### config.mk
export PLATFORM = sky130hd
export DESIGN_NAME = serial_control_port
export DESIGN_NICKNAME = d
export VERILOG_FILES = /design/src/inc/synth_ctrl_pkg.sv /design/src/logic/serial_control_port.sv
export SDC_FILE = /design/constraint.sdc
export NUM_CORES = 1
export LEC_CHECK = 0
export ABC_AREA = 1
export BUFFER_PORTS_ARGS = -buffer_cell sky130_fd_sc_hd__clkbuf_2
export CORE_UTILIZATION = 60
export DETAILED_ROUTE_END_ITERATION = 16
export PLACE_DENSITY = 0.8
export RECOVER_POWER = 100
export SETUP_SLACK_MARGIN = 0.1
export SLEW_MARGIN = 20
export SYNTH_ARGS = -nofsm -noshare
export SYNTH_HDL_FRONTEND = slang
export SYNTH_SLANG_ARGS = --single-unit
### constraint.sdc
create_clock -name ref_clk_i -period 3.3 [get_ports ref_clk_i]
set_input_delay 0.165 -clock ref_clk_i [delete_from_list [all_inputs] [get_ports ref_clk_i]]
set_output_delay 0.165 -clock ref_clk_i [all_outputs]
set_load 0.02 [all_outputs]
### src/inc/synth_ctrl_pkg.sv
// shared constants and types for the serial control port
package synth_ctrl_pkg;

  localparam int HDR_BITS  = 16;
  localparam int DATA_BITS = 8;

  localparam logic [14:0] ADDR_COMMIT     = 15'h0010;
  localparam logic [14:0] ADDR_ADC_START  = 15'h0045;
  localparam logic [14:0] ADDR_ADC_STATUS = 15'h0049;
  localparam logic [14:0] ADDR_TEMP_LO    = 15'h004C;
  localparam logic [14:0] ADDR_TEMP_HI    = 15'h004D;

  // buffered bytes sit at ADDR_COMMIT + index
  localparam int BUF_COUNT = 11;
  localparam logic [7:0] BUF_RESET  = 8'h00;
  localparam logic [8:0] TEMP_RESET = 9'h000;

  // group index per buffered byte: 0 always buffered, 1..4 switchable
  localparam logic [2:0] BUF_GROUP [BUF_COUNT] =
    '{3'h0, 3'h0, 3'h0, 3'h0, 3'h1, 3'h2, 3'h3, 3'h4, 3'h4, 3'h4, 3'h4};

  localparam int ADC_CONV_TICKS = 17;
  localparam int REF_CLK_HZ     = 25_000_000;
  localparam int ADC_MAX_HZ     = 400_000;
  localparam int ADC_DIV_MIN    = (REF_CLK_HZ + ADC_MAX_HZ - 1) / ADC_MAX_HZ;

  typedef struct packed {
    logic delay_buffer_enable;
    logic manual_osc_buffer_enable;
    logic calclk_div_buffer_enable;
    logic outdiv_buffer_enable;
  } buffer_enable_t;

  typedef struct packed {
    logic [11:0] feedback_int;
    logic [5:0]  reference_divider;
    logic        reference_doubler_enable;
    logic [3:0]  charge_pump_current;
    logic [1:0]  output_divider;
    logic        calclk_div1;
    logic        calclk_div2;
    logic [7:0]  manual_osc;
    logic [9:0]  bleed_current;
    logic        bleed_polarity;
    logic        output_invert;
    logic [6:0]  feedback_delay;
    logic [6:0]  reference_delay;
  } synth_cfg_t;

endpackage

### src/logic/serial_control_port.sv
// serial control port, double-buffered settings and temperature ADC control
// Operation
// each transaction opens with a 16-bit instruction header
// header low fifteen bits are address, top bit is direction
// direction 1 reads, 0 writes; data phases are eight bits each
// bit-order bit picks MSB first (0) or LSB first (1) everywhere
// three-wire reads drive the data pin, four-wire reads drive sdo
// streaming continues with further registers without new headers
// address-direction bit steps streaming address up or down
// single-transfer bit set means one register per header
// buffered fields: writes reach main copy; subordinate drives hardware
// write to 0x10 copies all enabled main copies to subordinates
// write to 0x10 also starts oscillator calibration
// buffering disabled: writes go straight to the subordinate copy
// readback-select bit returns main or subordinate copy
// feedback, reference divider, doubler, pump current always buffered
// four groups have their own buffering enable bits
// conversion starts on 0x45 write, or 0x10 write on ref clock
// conversion started by 0x10 hands over to calibration when done
// a conversion takes exactly 17 ADC clock cycles
// busy flag at 0x49 reads 1 during a conversion
// 9-bit result stored across 0x4C and 0x4D
// converter is 8-bit and gives relative temperature only
// host keeps ADC clock at or below 400 kHz
// source bit picks divided reference (0) or serial clock (1)
// host uses serial clock for full power-down measurements
// outputs off on low pin or power-down; pin levels reported
// conversion busy falls before calibration busy falls
`timescale 1ns/1ps
module serial_control_port
  import synth_ctrl_pkg::*;
#(
  parameter int ADC_DIV_W = 8  // width of the ADC clock divider setting
)(
  input  wire logic                 ref_clk_i,            // 25 MHz clock
  input  wire logic                 reset_i,              // sync, active high
  input  wire logic                 sclk_i,               // serial clock
  input  wire logic                 cs_n_i,               // chip select
  input  wire logic                 sdio_i,               // data pin in
  output logic                      sdio_o,               // data pin out
  output logic                      sdio_oe_n_o,          // data pin enable
  output logic                      sdo_o,                // four-wire out
  input  wire logic                 lsb_first_i,          // bit order
  input  wire logic                 four_wire_select_i,   // read pin select
  input  wire logic                 stream_address_up_i,  // stream step
  input  wire logic                 single_transfer_i,    // no streaming
  input  wire buffer_enable_t       buffer_enable_i,      // group buffering
  input  wire logic                 readback_main_i,      // read main copy
  input  wire logic                 adc_clk_source_i,     // 1: serial clock
  input  wire logic [ADC_DIV_W-1:0] adc_clk_div_i,        // ref divider
  input  wire logic [7:0]           adc_sample_i,         // converter code
  input  wire logic                 cal_done_i,           // calibration end
  input  wire logic                 output1_enable_pin_i, // enable pin 1
  input  wire logic                 output2_enable_pin_i, // enable pin 2
  input  wire logic                 output1_power_down_i, // power-down 1
  input  wire logic                 output2_power_down_i, // power-down 2
  output synth_cfg_t                synth_cfg_o,          // operating copy
  output logic                      adc_busy_o,           // conversion runs
  output logic                      calibration_busy_o,   // calibration runs
  output logic                      cal_start_o,          // start pulse
  output logic [8:0]                chip_temp_o,          // last result
  output logic                      output1_active_o,     // output 1 on
  output logic                      output2_active_o,     // output 2 on
  output logic                      output1_pin_state_o,  // pin 1 level
  output logic                      output2_pin_state_o   // pin 2 level
);

  if (ADC_DIV_W < 6 || ADC_DIV_W > 16) begin : g_chk
    $error("ADC_DIV_W must be 6..16");
  end

  logic        sclk_q;
  logic [15:0] hdr;
  logic [4:0]  hcnt;
  logic        data_phase;
  logic        rw;
  logic        xfer_end;
  logic [14:0] addr;
  logic [7:0]  rx;
  logic [2:0]  dcnt;
  logic [7:0]  main_q [BUF_COUNT];
  logic [7:0]  sub_q  [BUF_COUNT];
  logic [ADC_DIV_W-1:0] div_cnt;
  logic        div_tick;
  logic [4:0]  conv_cnt;
  logic        from_commit;

  wire rise   = sclk_i & ~sclk_q;
  wire fall   = ~sclk_i & sclk_q;
  wire active = ~cs_n_i;

  wire [15:0] next_hdr = lsb_first_i ? {sdio_i, hdr[15:1]}
                                     : {hdr[14:0], sdio_i};
  wire [7:0]  next_rx  = lsb_first_i ? {sdio_i, rx[7:1]}
                                     : {rx[6:0], sdio_i};
  wire hdr_done  = active & rise & ~data_phase
                 & (hcnt == 5'(HDR_BITS - 1));
  wire byte_done = active & rise & data_phase & ~xfer_end
                 & (dcnt == 3'(DATA_BITS - 1));
  wire wr_fire   = byte_done & ~rw;
  wire [14:0] next_addr = stream_address_up_i ? addr + 15'h0001
                                              : addr - 15'h0001;

  wire        in_buf  = (addr >= ADDR_COMMIT)
                      && (addr < ADDR_COMMIT + 15'(BUF_COUNT));
  wire [3:0]  buf_idx = 4'(addr - ADDR_COMMIT);
  wire        commit  = wr_fire & (addr == ADDR_COMMIT);
  wire [4:0]  grp_on  = {buffer_enable_i, 1'b1};

  wire [7:0] buf_rd = readback_main_i ? main_q[buf_idx]
                                      : sub_q[buf_idx];
  wire [7:0] rdata =
    in_buf ? buf_rd :
    (addr == ADDR_ADC_STATUS) ? {6'h00, calibration_busy_o, adc_busy_o} :
    (addr == ADDR_TEMP_LO) ? chip_temp_o[7:0] :
    (addr == ADDR_TEMP_HI) ? {7'h00, chip_temp_o[8]} : 8'h00;
  wire       rd_phase = active & data_phase & rw & ~xfer_end;
  wire [2:0] bit_sel  = lsb_first_i ? dcnt
                                    : 3'(DATA_BITS - 1) - dcnt;

  // serial inputs are taken as synchronous, so one sample gives the edges
  always_ff @(posedge ref_clk_i) begin
    if (reset_i) sclk_q <= 1'b0;
    else         sclk_q <= sclk_i;
  end

  always_ff @(posedge ref_clk_i) begin
    if (reset_i) begin
      hdr        <= 16'h0000;
      hcnt       <= 5'h00;
      data_phase <= 1'b0;
      rw         <= 1'b0;
      xfer_end   <= 1'b0;
      addr       <= 15'h0000;
      rx         <= 8'h00;
      dcnt       <= 3'h0;
    end else if (cs_n_i) begin
      hcnt       <= 5'h00;
      data_phase <= 1'b0;
      xfer_end   <= 1'b0;
      dcnt       <= 3'h0;
    end else if (rise && !data_phase) begin
      hdr  <= next_hdr;
      hcnt <= hcnt + 5'h01;
      if (hdr_done) begin
        data_phase <= 1'b1;
        rw         <= next_hdr[15];
        addr       <= next_hdr[14:0];
      end
    end else if (rise && !xfer_end) begin
      rx   <= next_rx;
      dcnt <= dcnt + 3'h1;
      if (byte_done) begin
        addr     <= next_addr;
        xfer_end <= single_transfer_i;
      end
    end
  end

  // read bits change on the falling edge so the host samples them rising
  always_ff @(posedge ref_clk_i) begin
    if (reset_i) begin
      sdo_o       <= 1'b0;
      sdio_o      <= 1'b0;
      sdio_oe_n_o <= 1'b1;
    end else if (cs_n_i) begin
      sdio_oe_n_o <= 1'b1;
    end else if (fall) begin
      if (rd_phase) begin
        sdo_o       <= four_wire_select_i & rdata[bit_sel];
        sdio_o      <= rdata[bit_sel];
        sdio_oe_n_o <= four_wire_select_i;
      end else begin
        sdio_oe_n_o <= 1'b1;
      end
    end
  end

  for (genvar i = 0; i < BUF_COUNT; i++) begin : g_buf
    wire en  = grp_on[BUF_GROUP[i]];
    wire hit = wr_fire & in_buf & (buf_idx == 4'(i));
    always_ff @(posedge ref_clk_i) begin
      if (reset_i) begin
        main_q[i] <= BUF_RESET;
        sub_q[i]  <= BUF_RESET;
      end else begin
        if (hit && en) main_q[i] <= next_rx;
        if (commit && en) sub_q[i] <= hit ? next_rx : main_q[i];
        else if (hit && !en) sub_q[i] <= next_rx;
      end
    end
  end

  // only subordinate copies reach the synthesizer
  assign synth_cfg_o = {sub_q[1][3:0], sub_q[0], sub_q[2][5:0], sub_q[2][6],
                        sub_q[3][3:0], sub_q[4][1:0], sub_q[5][0],
                        sub_q[5][1], sub_q[6], sub_q[8][1:0], sub_q[7],
                        sub_q[8][2], sub_q[8][3], sub_q[9][6:0],
                        sub_q[10][6:0]};

  // reference-derived ADC clock; the setting must keep it under 400 kHz
  always_ff @(posedge ref_clk_i) begin
    if (reset_i || div_cnt >= adc_clk_div_i) begin
      div_cnt  <= '0;
      div_tick <= ~reset_i;
    end else begin
      div_cnt  <= div_cnt + 1'b1;
      div_tick <= 1'b0;
    end
  end

  wire adc_tick  = adc_clk_source_i ? rise : div_tick;
  wire adc_start = wr_fire & ((addr == ADDR_ADC_START)
                 | (commit & ~adc_clk_source_i));
  wire conv_done = adc_busy_o & adc_tick & ~adc_start
                 & (conv_cnt == 5'(ADC_CONV_TICKS - 1));
  // on the serial clock no conversion precedes, so calibration starts at once
  wire cal_go = (conv_done & from_commit)
              | (commit & adc_clk_source_i);

  always_ff @(posedge ref_clk_i) begin
    if (reset_i) begin
      adc_busy_o  <= 1'b0;
      conv_cnt    <= 5'h00;
      from_commit <= 1'b0;
      chip_temp_o <= TEMP_RESET;
    end else if (adc_start) begin
      adc_busy_o  <= 1'b1;
      conv_cnt    <= 5'h00;
      from_commit <= commit;
    end else if (adc_busy_o && adc_tick) begin
      conv_cnt <= conv_cnt + 5'h01;
      if (conv_done) begin
        adc_busy_o  <= 1'b0;
        chip_temp_o <= {1'b0, adc_sample_i};
      end
    end
  end

  // a new start wins over a done in the same cycle
  always_ff @(posedge ref_clk_i) begin
    if (reset_i) begin
      calibration_busy_o <= 1'b0;
      cal_start_o        <= 1'b0;
    end else begin
      cal_start_o <= cal_go;
      if (cal_go) calibration_busy_o <= 1'b1;
      else if (cal_done_i) calibration_busy_o <= 1'b0;
    end
  end

  always_ff @(posedge ref_clk_i) begin
    if (reset_i) begin
      output1_active_o    <= 1'b0;
      output2_active_o    <= 1'b0;
      output1_pin_state_o <= 1'b0;
      output2_pin_state_o <= 1'b0;
    end else begin
      output1_active_o    <= output1_enable_pin_i & ~output1_power_down_i;
      output2_active_o    <= output2_enable_pin_i & ~output2_power_down_i;
      output1_pin_state_o <= output1_enable_pin_i;
      output2_pin_state_o <= output2_enable_pin_i;
    end
  end

  logic [4:0] tick_seen;
  always_ff @(posedge ref_clk_i) begin
    if (reset_i || adc_start) tick_seen <= 5'h00;
    else if (adc_busy_o && adc_tick) tick_seen <= tick_seen + 5'h01;
  end
endmodule // serial_control_port
=== Word-level counts from Yosys, hierarchy flattened ===
Memories as Yosys holds them, arrays and structs flattened.
Index checks and enable logic that the tools add are counted.

* Memories kept: 2
* Flip-flop bits (word level): 84
* Memory bits (writable): 176
* Output and inout port bits: 80

* Mux-type cells: 139
* Bitwise operators: 78
* Magnitude comparators: 4
* Equal/unequal tests: 18
* Add/subtract/negate cells: 8
* Reduce and logical (&&, ||, !) cells: 47

{| class="wikitable"
|+ Memory list
! memory !! words !! bits a word !! read ports !! clocked after Yosys merged registers in !! wr ports !! line !! RTL
|-
| main_q || 11 || 8 || 12 || 0 || 11 || serial_control_port.sv:81 || <nowiki>logic [7:0] main_q [BUF_COUNT];</nowiki>
|-
| sub_q || 11 || 8 || 12 || 0 || 11 || serial_control_port.sv:82 || <nowiki>logic [7:0] sub_q [BUF_COUNT];</nowiki>
|}

{| class="wikitable"
|+ Operator list
! kind !! number
|-
| two-way mux 8 bit || 45
|-
| two-way mux 1 bit || 86
|-
| two-way mux 15 bit || 5
|-
| equality test 15 x 7 -> 1 bit, second input constant || 3
|-
| bitwise AND 1 bit || 35
|-
| bitwise OR 1 bit || 31
|-
| logical AND 1 bit || 22
|-
| equality test 4 x 3 -> 1 bit, second input constant || 4
|-
| two-way mux 16 bit || 1
|-
| adder 15 x 1 -> 15 bit, second input constant || 1
|-
| equality test 15 x 5 -> 1 bit, second input constant || 1
|-
| >= comparator 15 x 5 -> 1 bit, second input constant || 1
|-
| < comparator 15 x 5 -> 1 bit, second input constant || 1
|-
| AND reduction 3 bit || 5
|-
| subtractor 15 x 1 -> 15 bit, second input constant || 1
|-
| equality test 4 bit, second input constant || 3
|-
| NOT 1 bit || 12
|-
| adder 5 x 1 -> 5 bit, second input constant || 2
|-
| nonzero test 2 bit || 5
|-
| adder 8 x 1 -> 8 bit, second input constant || 1
|-
| equality test 4 x 2 -> 1 bit, second input constant || 2
|-
| >= comparator 8 bit || 1
|-
| AND reduction 2 bit || 4
|-
| logical NOT 1 bit || 6
|-
| 15 further kinds || 16
|}

=== Longest topological paths before layout ===
Gate-level depths: netlist (run 1).

* Depth after elaboration: 17
* Depth in mapped cells: 17

=== Least setup slack after synthesis (run 1) ===
Ideal clock, no wire load.

* Path kind: register to register
* Start: reg addr[9]
* End: mem sub_q[10][0] (enable)
* Slack: 0.519 ns
* Stages on the path, launching flop included: 9
* Arrival time: 2.397 ns
* Setup time: 0.384 ns
* Clock period less this slack: 2.781 ns
* Data required time: 2.916 ns
* Path through: dfxtp_1 nor2_1 nand2_1 nor2_1 nor3b_1 nand2_1 nand2_1 nand2_1 o21ai_0

{| class="wikitable"
|+ RTL lines
! element !! line !! RTL
|-
| start, declared || serial_control_port.sv:78 || <nowiki>logic [14:0] addr;</nowiki>
|-
| start signal, assigned || serial_control_port.sv:148 || <nowiki>addr <= next_hdr[14:0];</nowiki>
|-
| start signal, assigned || serial_control_port.sv:154 || <nowiki>addr <= next_addr;</nowiki>
|-
| end, declared || serial_control_port.sv:82 ||
|}

==> run metrics, run 1 <==
fin nets 1914; Hold Crit Start cs_n_i; Pwr per Cell Area 455 mW/mm2; Seq. cell area 0.00705 mm2; worst-case hold path end point hdr[7]; # diodes 0; Clock Pin Slew Worst Setup and Hold Paths 0.06 ns; internal cell power 5.46 mW; largest net degree at the start of global routing 97; latest clock arrival within the worst-skew pair 0.53 ns; crit path from sclk_q; EDFF count, synth 176; Yosys cell types 51; grt total ovfl 0; Initial Util 0.614; Critical Path Max Stage Delay 0.44 ns; status finished, violations left; setup ws final 0.325 ns; sequential share of power 0.519; Fin Clk Skew 0.00927 ns; routed len/inst 18.2 um; WHS Path Cells 3; setup TNS 0 ns; f_max 336 MHz; vias in the first global route 11800; RR Endpoint main_q[2][2]; CP required 3.49 ns; Synth Cell Area 0.0145 mm2; post-synthesis sequential area ratio 0.487; CP Cell Sequence nor2_1 -> nand2_2 -> nor2_4 -> nand2_1 -> nor2_4 -> inv_1 -> nor2_8 -> nand2_2 -> nor2_1 -> inv_1 -> nand2_1; Multi-input gate area 0.00594 mm2; FP Rows 56; worst setup path category reg -> reg; syn nets 1845; drt pass-1 iters 6; Die Span Y 157 um; CP endpoint kind flop; RSZ-0062 raised after global routing no; Non-Filler Instances 2188; peak fanout along the critical path 13; maximum buffer depth of the clock tree 3; first-pass GRT wire length 61.9 mm; # DRC 0; #FFs+latches synth 264; R2R depth 11; overall routing resource usage 0.327; ys async rst share 0; R2R setup slack 0.32 ns; Pleak 6.77 nW; Tcrit/Tclk final 0.902; via count 12700; CTS tree done; Filler cells 1968; combinational share of power 0.077; syn avg cell area 8.12 um2; Clock Power Share 0.404; DP HPWL 27.7 mm; Die W 157 um; final-report max-slew violation count 33; Max Cap Viol 1; Final Hold Fails 0; min-delay worst type in -> reg; worst slew pin tran 1.68 ns; 1st-iter DRT viols 1605; Max IR drop VDD 0.329 mV; hold_ws 0.0297 ns; Layout area overhead 9.33%; Switch Pwr 1.74 mW; final setup vio count 0; DP Cell Count 2121; Root Buffer Master clkbuf_16; # port buffers 114; GPL Wtd Cong 0.958; Synth warnings 0; overall routed net length 39.9 mm; Reg2Reg Launch Point sclk_q; clk sinks 264; pre-CTS setup slack 0.550 ns; CTS resizes 0; Rel. slew slack -0.121; Switching Fraction 0.241; # IOs 116; share of cells above drive strength 1 0.0733; critical path arrival 3.16 ns; die footprint 0.0247 mm2; Min Clock Period, post-route 2.98 ns; failing checks max-capacitance violations, max-slew violations; antenna violations before repair 0; prevailing post-synth register cell edfxtp_1; Slowest-stage cell, CP nor2_1; H-tree depth 1; Core Area 0.0235 mm2; CP Launch Type flop; vias per cell 5.81; Mapped Cells 1780; CTS Buf Count 27; antenna viol nets, final 0
critical path: cells and delay by family (launching register included):
kind	cells	cell delay (ns)
simple gates	9	1.88
flops	1	0.31
buf+inv	2	0.43
power by group through the flow:
stage               clock network (mW)  logic [mW]  registers, mW
finish                            2.90       0.555           3.73
global route                      3.05       0.608           3.74
CTS                               2.92       0.561           3.73
detailed placement                   0       0.541           3.80
global placement                     0       0.530           3.80
floorplan                            0       0.364           3.80
synthesized netlist by cell type, drive strengths merged (3+ instances only):
master	instances	area, um2
clkbuf	55	206
o211ai	18	140
dfxtp	88	1760
nand2	425	1620
nand3	142	781
o211a	8	80.1
edfxtp	176	5290
inv	194	728
o22ai	3	18.8
nor3	9	45.0
a22oi	25	188
a31oi	8	50.1
a211oi	18	135
nor2	215	935
buf	64	450
xor2	9	78.8
ha	28	350
a21oi	119	596
nand4	7	43.8
a21o	3	22.5
o21ai	132	691
or2	15	93.8
through the flow:
step | power (mW) | cell area (um2) | utilization
final | 7.19 | 15800 | 0.671
after global routing | 7.40 | 15800 | 0.671
after CTS | 7.21 | 16000 | 0.680
after detailed placement | 4.34 | 15000 | 0.638
after global placement | 4.33 | 15000 | 0.638
after floorplan | 4.16 | 14500 | -
cell usage in the layout (no fill, tap or decap), types with 25 or more instances in the layout:
master and count:
edfxtp_1 176, clkbuf_2 37, o21ai_0 116, nand3_1 138, clkbuf_16 27, a21oi_1 119, a22oi_1 25, inv_1 186
clkbuf_1 87, ha_1 28, dfxtp_1 87, nor2_1 202, nand2_1 422
logic make-up after synthesis:
family,share of synthesized area
buffers and inverters,0.0958
adder cells (fa/ha/maj),0.0256
AO/OA/AOI/OAI,0.137
other,0.000259
flip-flops,0.487
multiplexers,0.00147
XOR/XNOR,0.00666
AND/OR/NAND/NOR,0.245
flip-flops by register name, indices dropped and copies added, names as in the netlist, 3 cells and up, named ones only:
name / flops
sub_q: 88
chip_temp_o: 8
dcnt: 3
div_cnt: 8
conv_cnt: 5
rx: 8
main_q: 88
hdr: 16
hcnt: 5
addr: 15
repair_timing:
item,CTS,global route
setup buffers,0,0
hold buffers,18,0
endpoints found under the hold margin,17,0
per-layer routing:
metal / track usage / vias up / routed length (um)
met5: 0 / - / 0
met4: 0.129 / 0 / 1580
met3: 0.0559 / 125 / 4160
met2: 0.534 / 763 / 18300
met1: 0.432 / 5769 / 15800
li1: - / 6048 / -
how the worst max path moves through the flow:
stage / endpoint / cells after the start
finish: main_q[2][2] / 11
global route: addr[0] / 11
CTS: sub_q[5][6] / 14
detailed placement: sub_q[5][6] / 14
global placement: sub_q[6][0] / 14
floorplan: sub_q[10][0] / 8
area by class of cell:
| type | instances | share of cell area |
|---|---|---|
| flip-flops and latches | 264 | 0.446 |
| multi-input cells | 1203 | 0.376 |
| repair buffers | 159 | 0.0547 |
| inverters | 194 | 0.0461 |
| clock buffers | 29 | 0.0432 |
| well taps | 319 | 0.0253 |
| clock inverters | 20 | 0.00918 |
Note: power is estimated with default switching activity, not from simulation.
==> inputs of run 2 (changes only) <==
--- a/config.mk
+++ b/config.mk
@@ -10,7 +10,6 @@
 export CORE_UTILIZATION = 60
 export DETAILED_ROUTE_END_ITERATION = 16
 export PLACE_DENSITY = 0.8
-export RECOVER_POWER = 100
 export SETUP_SLACK_MARGIN = 0.1
 export SLEW_MARGIN = 20
 export SYNTH_ARGS = -nofsm -noshare
==> constraint.sdc (replaced) <==
create_clock -name ref_clk_i -period 3.7 [get_ports ref_clk_i]
set_input_delay 0.185 -clock ref_clk_i [delete_from_list [all_inputs] [get_ports ref_clk_i]]
set_output_delay 0.185 -clock ref_clk_i [all_outputs]
set_load 0.02 [all_outputs]
==> run metrics, run 2 (same netlist as run 1, synthesis figures left out) <==
drt pass-1 iters 5 (-1); share of cells above drive strength 1 0.134 (+0.0605); die footprint 0.0247 mm2 (unchanged); Clock Pin Slew Worst Setup and Hold Paths 0.06 ns (about the same); R2R depth 12 (+1); Pleak 7.11 nW (+5.0%); clk sinks 264 (unchanged); routed len/inst 18.2 um (-0.41%); antenna violations before repair 0 (unchanged); peak fanout along the critical path 13 (unchanged); worst slew pin tran 0.840 ns (-0.842 ns); sequential share of power 0.496 (-0.023); status complete, no violations; vias per cell 5.84 (+0.59%); vias in the first global route 11700 (-0.83%); Clock Power Share 0.429 (+0.025); final-report max-slew violation count 0 (-100%); Final Hold Fails 0 (unchanged); antenna viol nets, final 0 (unchanged); Min Clock Period, post-route 2.89 ns; # Post-CTS Setup Buffers 0 (unchanged); Rel. slew slack 0.439 (+0.560); CTS Buf Count 29 (+7.4%); f_max 346 MHz; setup TNS 0 ns (unchanged); largest net degree at the start of global routing 75 (-23%); Overall Power 6.72 mW (-6.6%); 1st-iter DRT viols 1417 (-12%); # port buffers 114 (unchanged); Slowest-stage cell, CP dlygate4sd3_1; DP HPWL 27.3 mm (-1.2%); FP Rows 56 (unchanged); overall routing resource usage 0.327 (+0.000380); grt total ovfl 0 (unchanged); combinational share of power 0.075 (-0.002); # IOs 116 (unchanged); crit-path most repeated cell nand2_2; via count 12800 (+0.59%); RSZ-0062 raised after global routing no; first-pass GRT wire length 62.1 mm (+0.39%); Max Cap Viol 0 (-1); Initial Util 0.614 (unchanged); H-tree depth 1 (unchanged); overall routed net length 39.8 mm (-0.41%); commonest non-fill, non-tap cell in the layout nand2_1; internal cell power 5.16 mW (-5.5%); CP endpoint kind flop; final setup vio count 0 (unchanged); setup ws final 0.814 ns (+0.489 ns); WHS Path Cells 3 (unchanged); Core Area 0.0235 mm2 (unchanged); CP Launch Type input pin; Die Span Y 157 um (unchanged); CP Cell Sequence dlygate4sd3_1 -> clkbuf_2 -> inv_1 -> nor2_1 -> nand2_2 -> nor2_4 -> nand2_2 -> nor2_4 -> inv_2 -> nor2_8 -> nand2_2 -> nor2_1 -> inv_2 -> nand2_1; Root Buffer Master clkbuf_16; largest registers main_q (88), sub_q (88), hdr (16); latest clock arrival within the worst-skew pair 0.54 ns (about the same); pre-CTS setup slack 0.879 ns (+0.329 ns); CTS resizes 0 (unchanged); min-delay worst type in -> reg; Die W 157 um (unchanged); CP required 3.91 ns (+0.42 ns); Non-Filler Instances 2188 (unchanged); Hold Buf Count CTS 18 (unchanged); # DRC 0 (unchanged); critical path arrival 3.09 ns (-0.07 ns); CTS tree done; Critical Path Max Stage Delay 0.54 ns (+0.10 ns); Final Core Density 0.685 (+0.0133); commonest non-fill, non-tap cells in the layout nand2_1 (419), nor2_1 (199), inv_1 (177); Pwr per Cell Area 417 mW/mm2 (-8.4%); worst setup path category in -> reg; Max IR drop VDD 0.314 mV (-4.8%); DP Cell Count 2117 (-0.19%); fin nets 1912 (-0.10%); maximum buffer depth of the clock tree 3 (unchanged); Switching Fraction 0.232 (-0.00915); # diodes 0 (unchanged); Switch Pwr 1.56 mW (-10%); Fin Clk Skew 0.0127 ns (+0.00348 ns); GPL Wtd Cong 0.938 (-2.1%); Layout area overhead 11.5%; Tcrit/Tclk final 0.780
## run 2: worst paths after layout
kind,slack [ns],from,endpoint
hold reg to reg,0.45,hcnt[3],hcnt[3]
hold / removal,0.03,cs_n_i,hdr[7]
setup reg to reg,0.82,data_phase,main_q[3][5]
setup / recovery,0.81,sclk_i,main_q[3][5]
## run 2: final cells by class
class	instances	area, um2
Tap cell	319	399
Sequential cell	264	7050
Clock inverter	8	86.3
Inverter	194	728
Timing Repair Buffer	155	961
Multi-Input combinational cell	1203	6030
Fill cell	1862	7420
Clock buffer	45	871
## run 2: worst max-delay path: cells and delay by family
kind | cells | cell delay (ns)
AND/OR/NAND/NOR | 9 | 1.88
buffers and inverters | 5 | 1.01
## run 2: through the flow
stage | area (um2) | hold slack [ns]
2_1_floorplan | 14500 | 0.262
3_3_place_gp | 15000 | 0.347
3_5_place_dp | 15000 | 0.351
4_1_cts | 16100 | 0.0153
5_1_grt | 16100 | 0.0392
6_report | 16100 | 0.0275
## run 2: metal layers
layer,part of all wire,up-vias,GRT usage
met5,0,-,0
met3,0.10,134,0.0507
met4,0.041,0,0.140
met1,0.39,5860,0.435
met2,0.46,735,0.531
li1,-,6051,-
## run 2: power by group through the flow
| stage | combinational, mW | clock [mW] | sequential [mW] |
|---|---|---|---|
| floorplan | 0.325 | 0 | 3.39 |
| global placement | 0.472 | 0 | 3.39 |
| detailed placement | 0.481 | 0 | 3.39 |
| CTS | 0.497 | 2.90 | 3.33 |
| global route | 0.556 | 3.02 | 3.34 |
| finish | 0.506 | 2.88 | 3.33 |
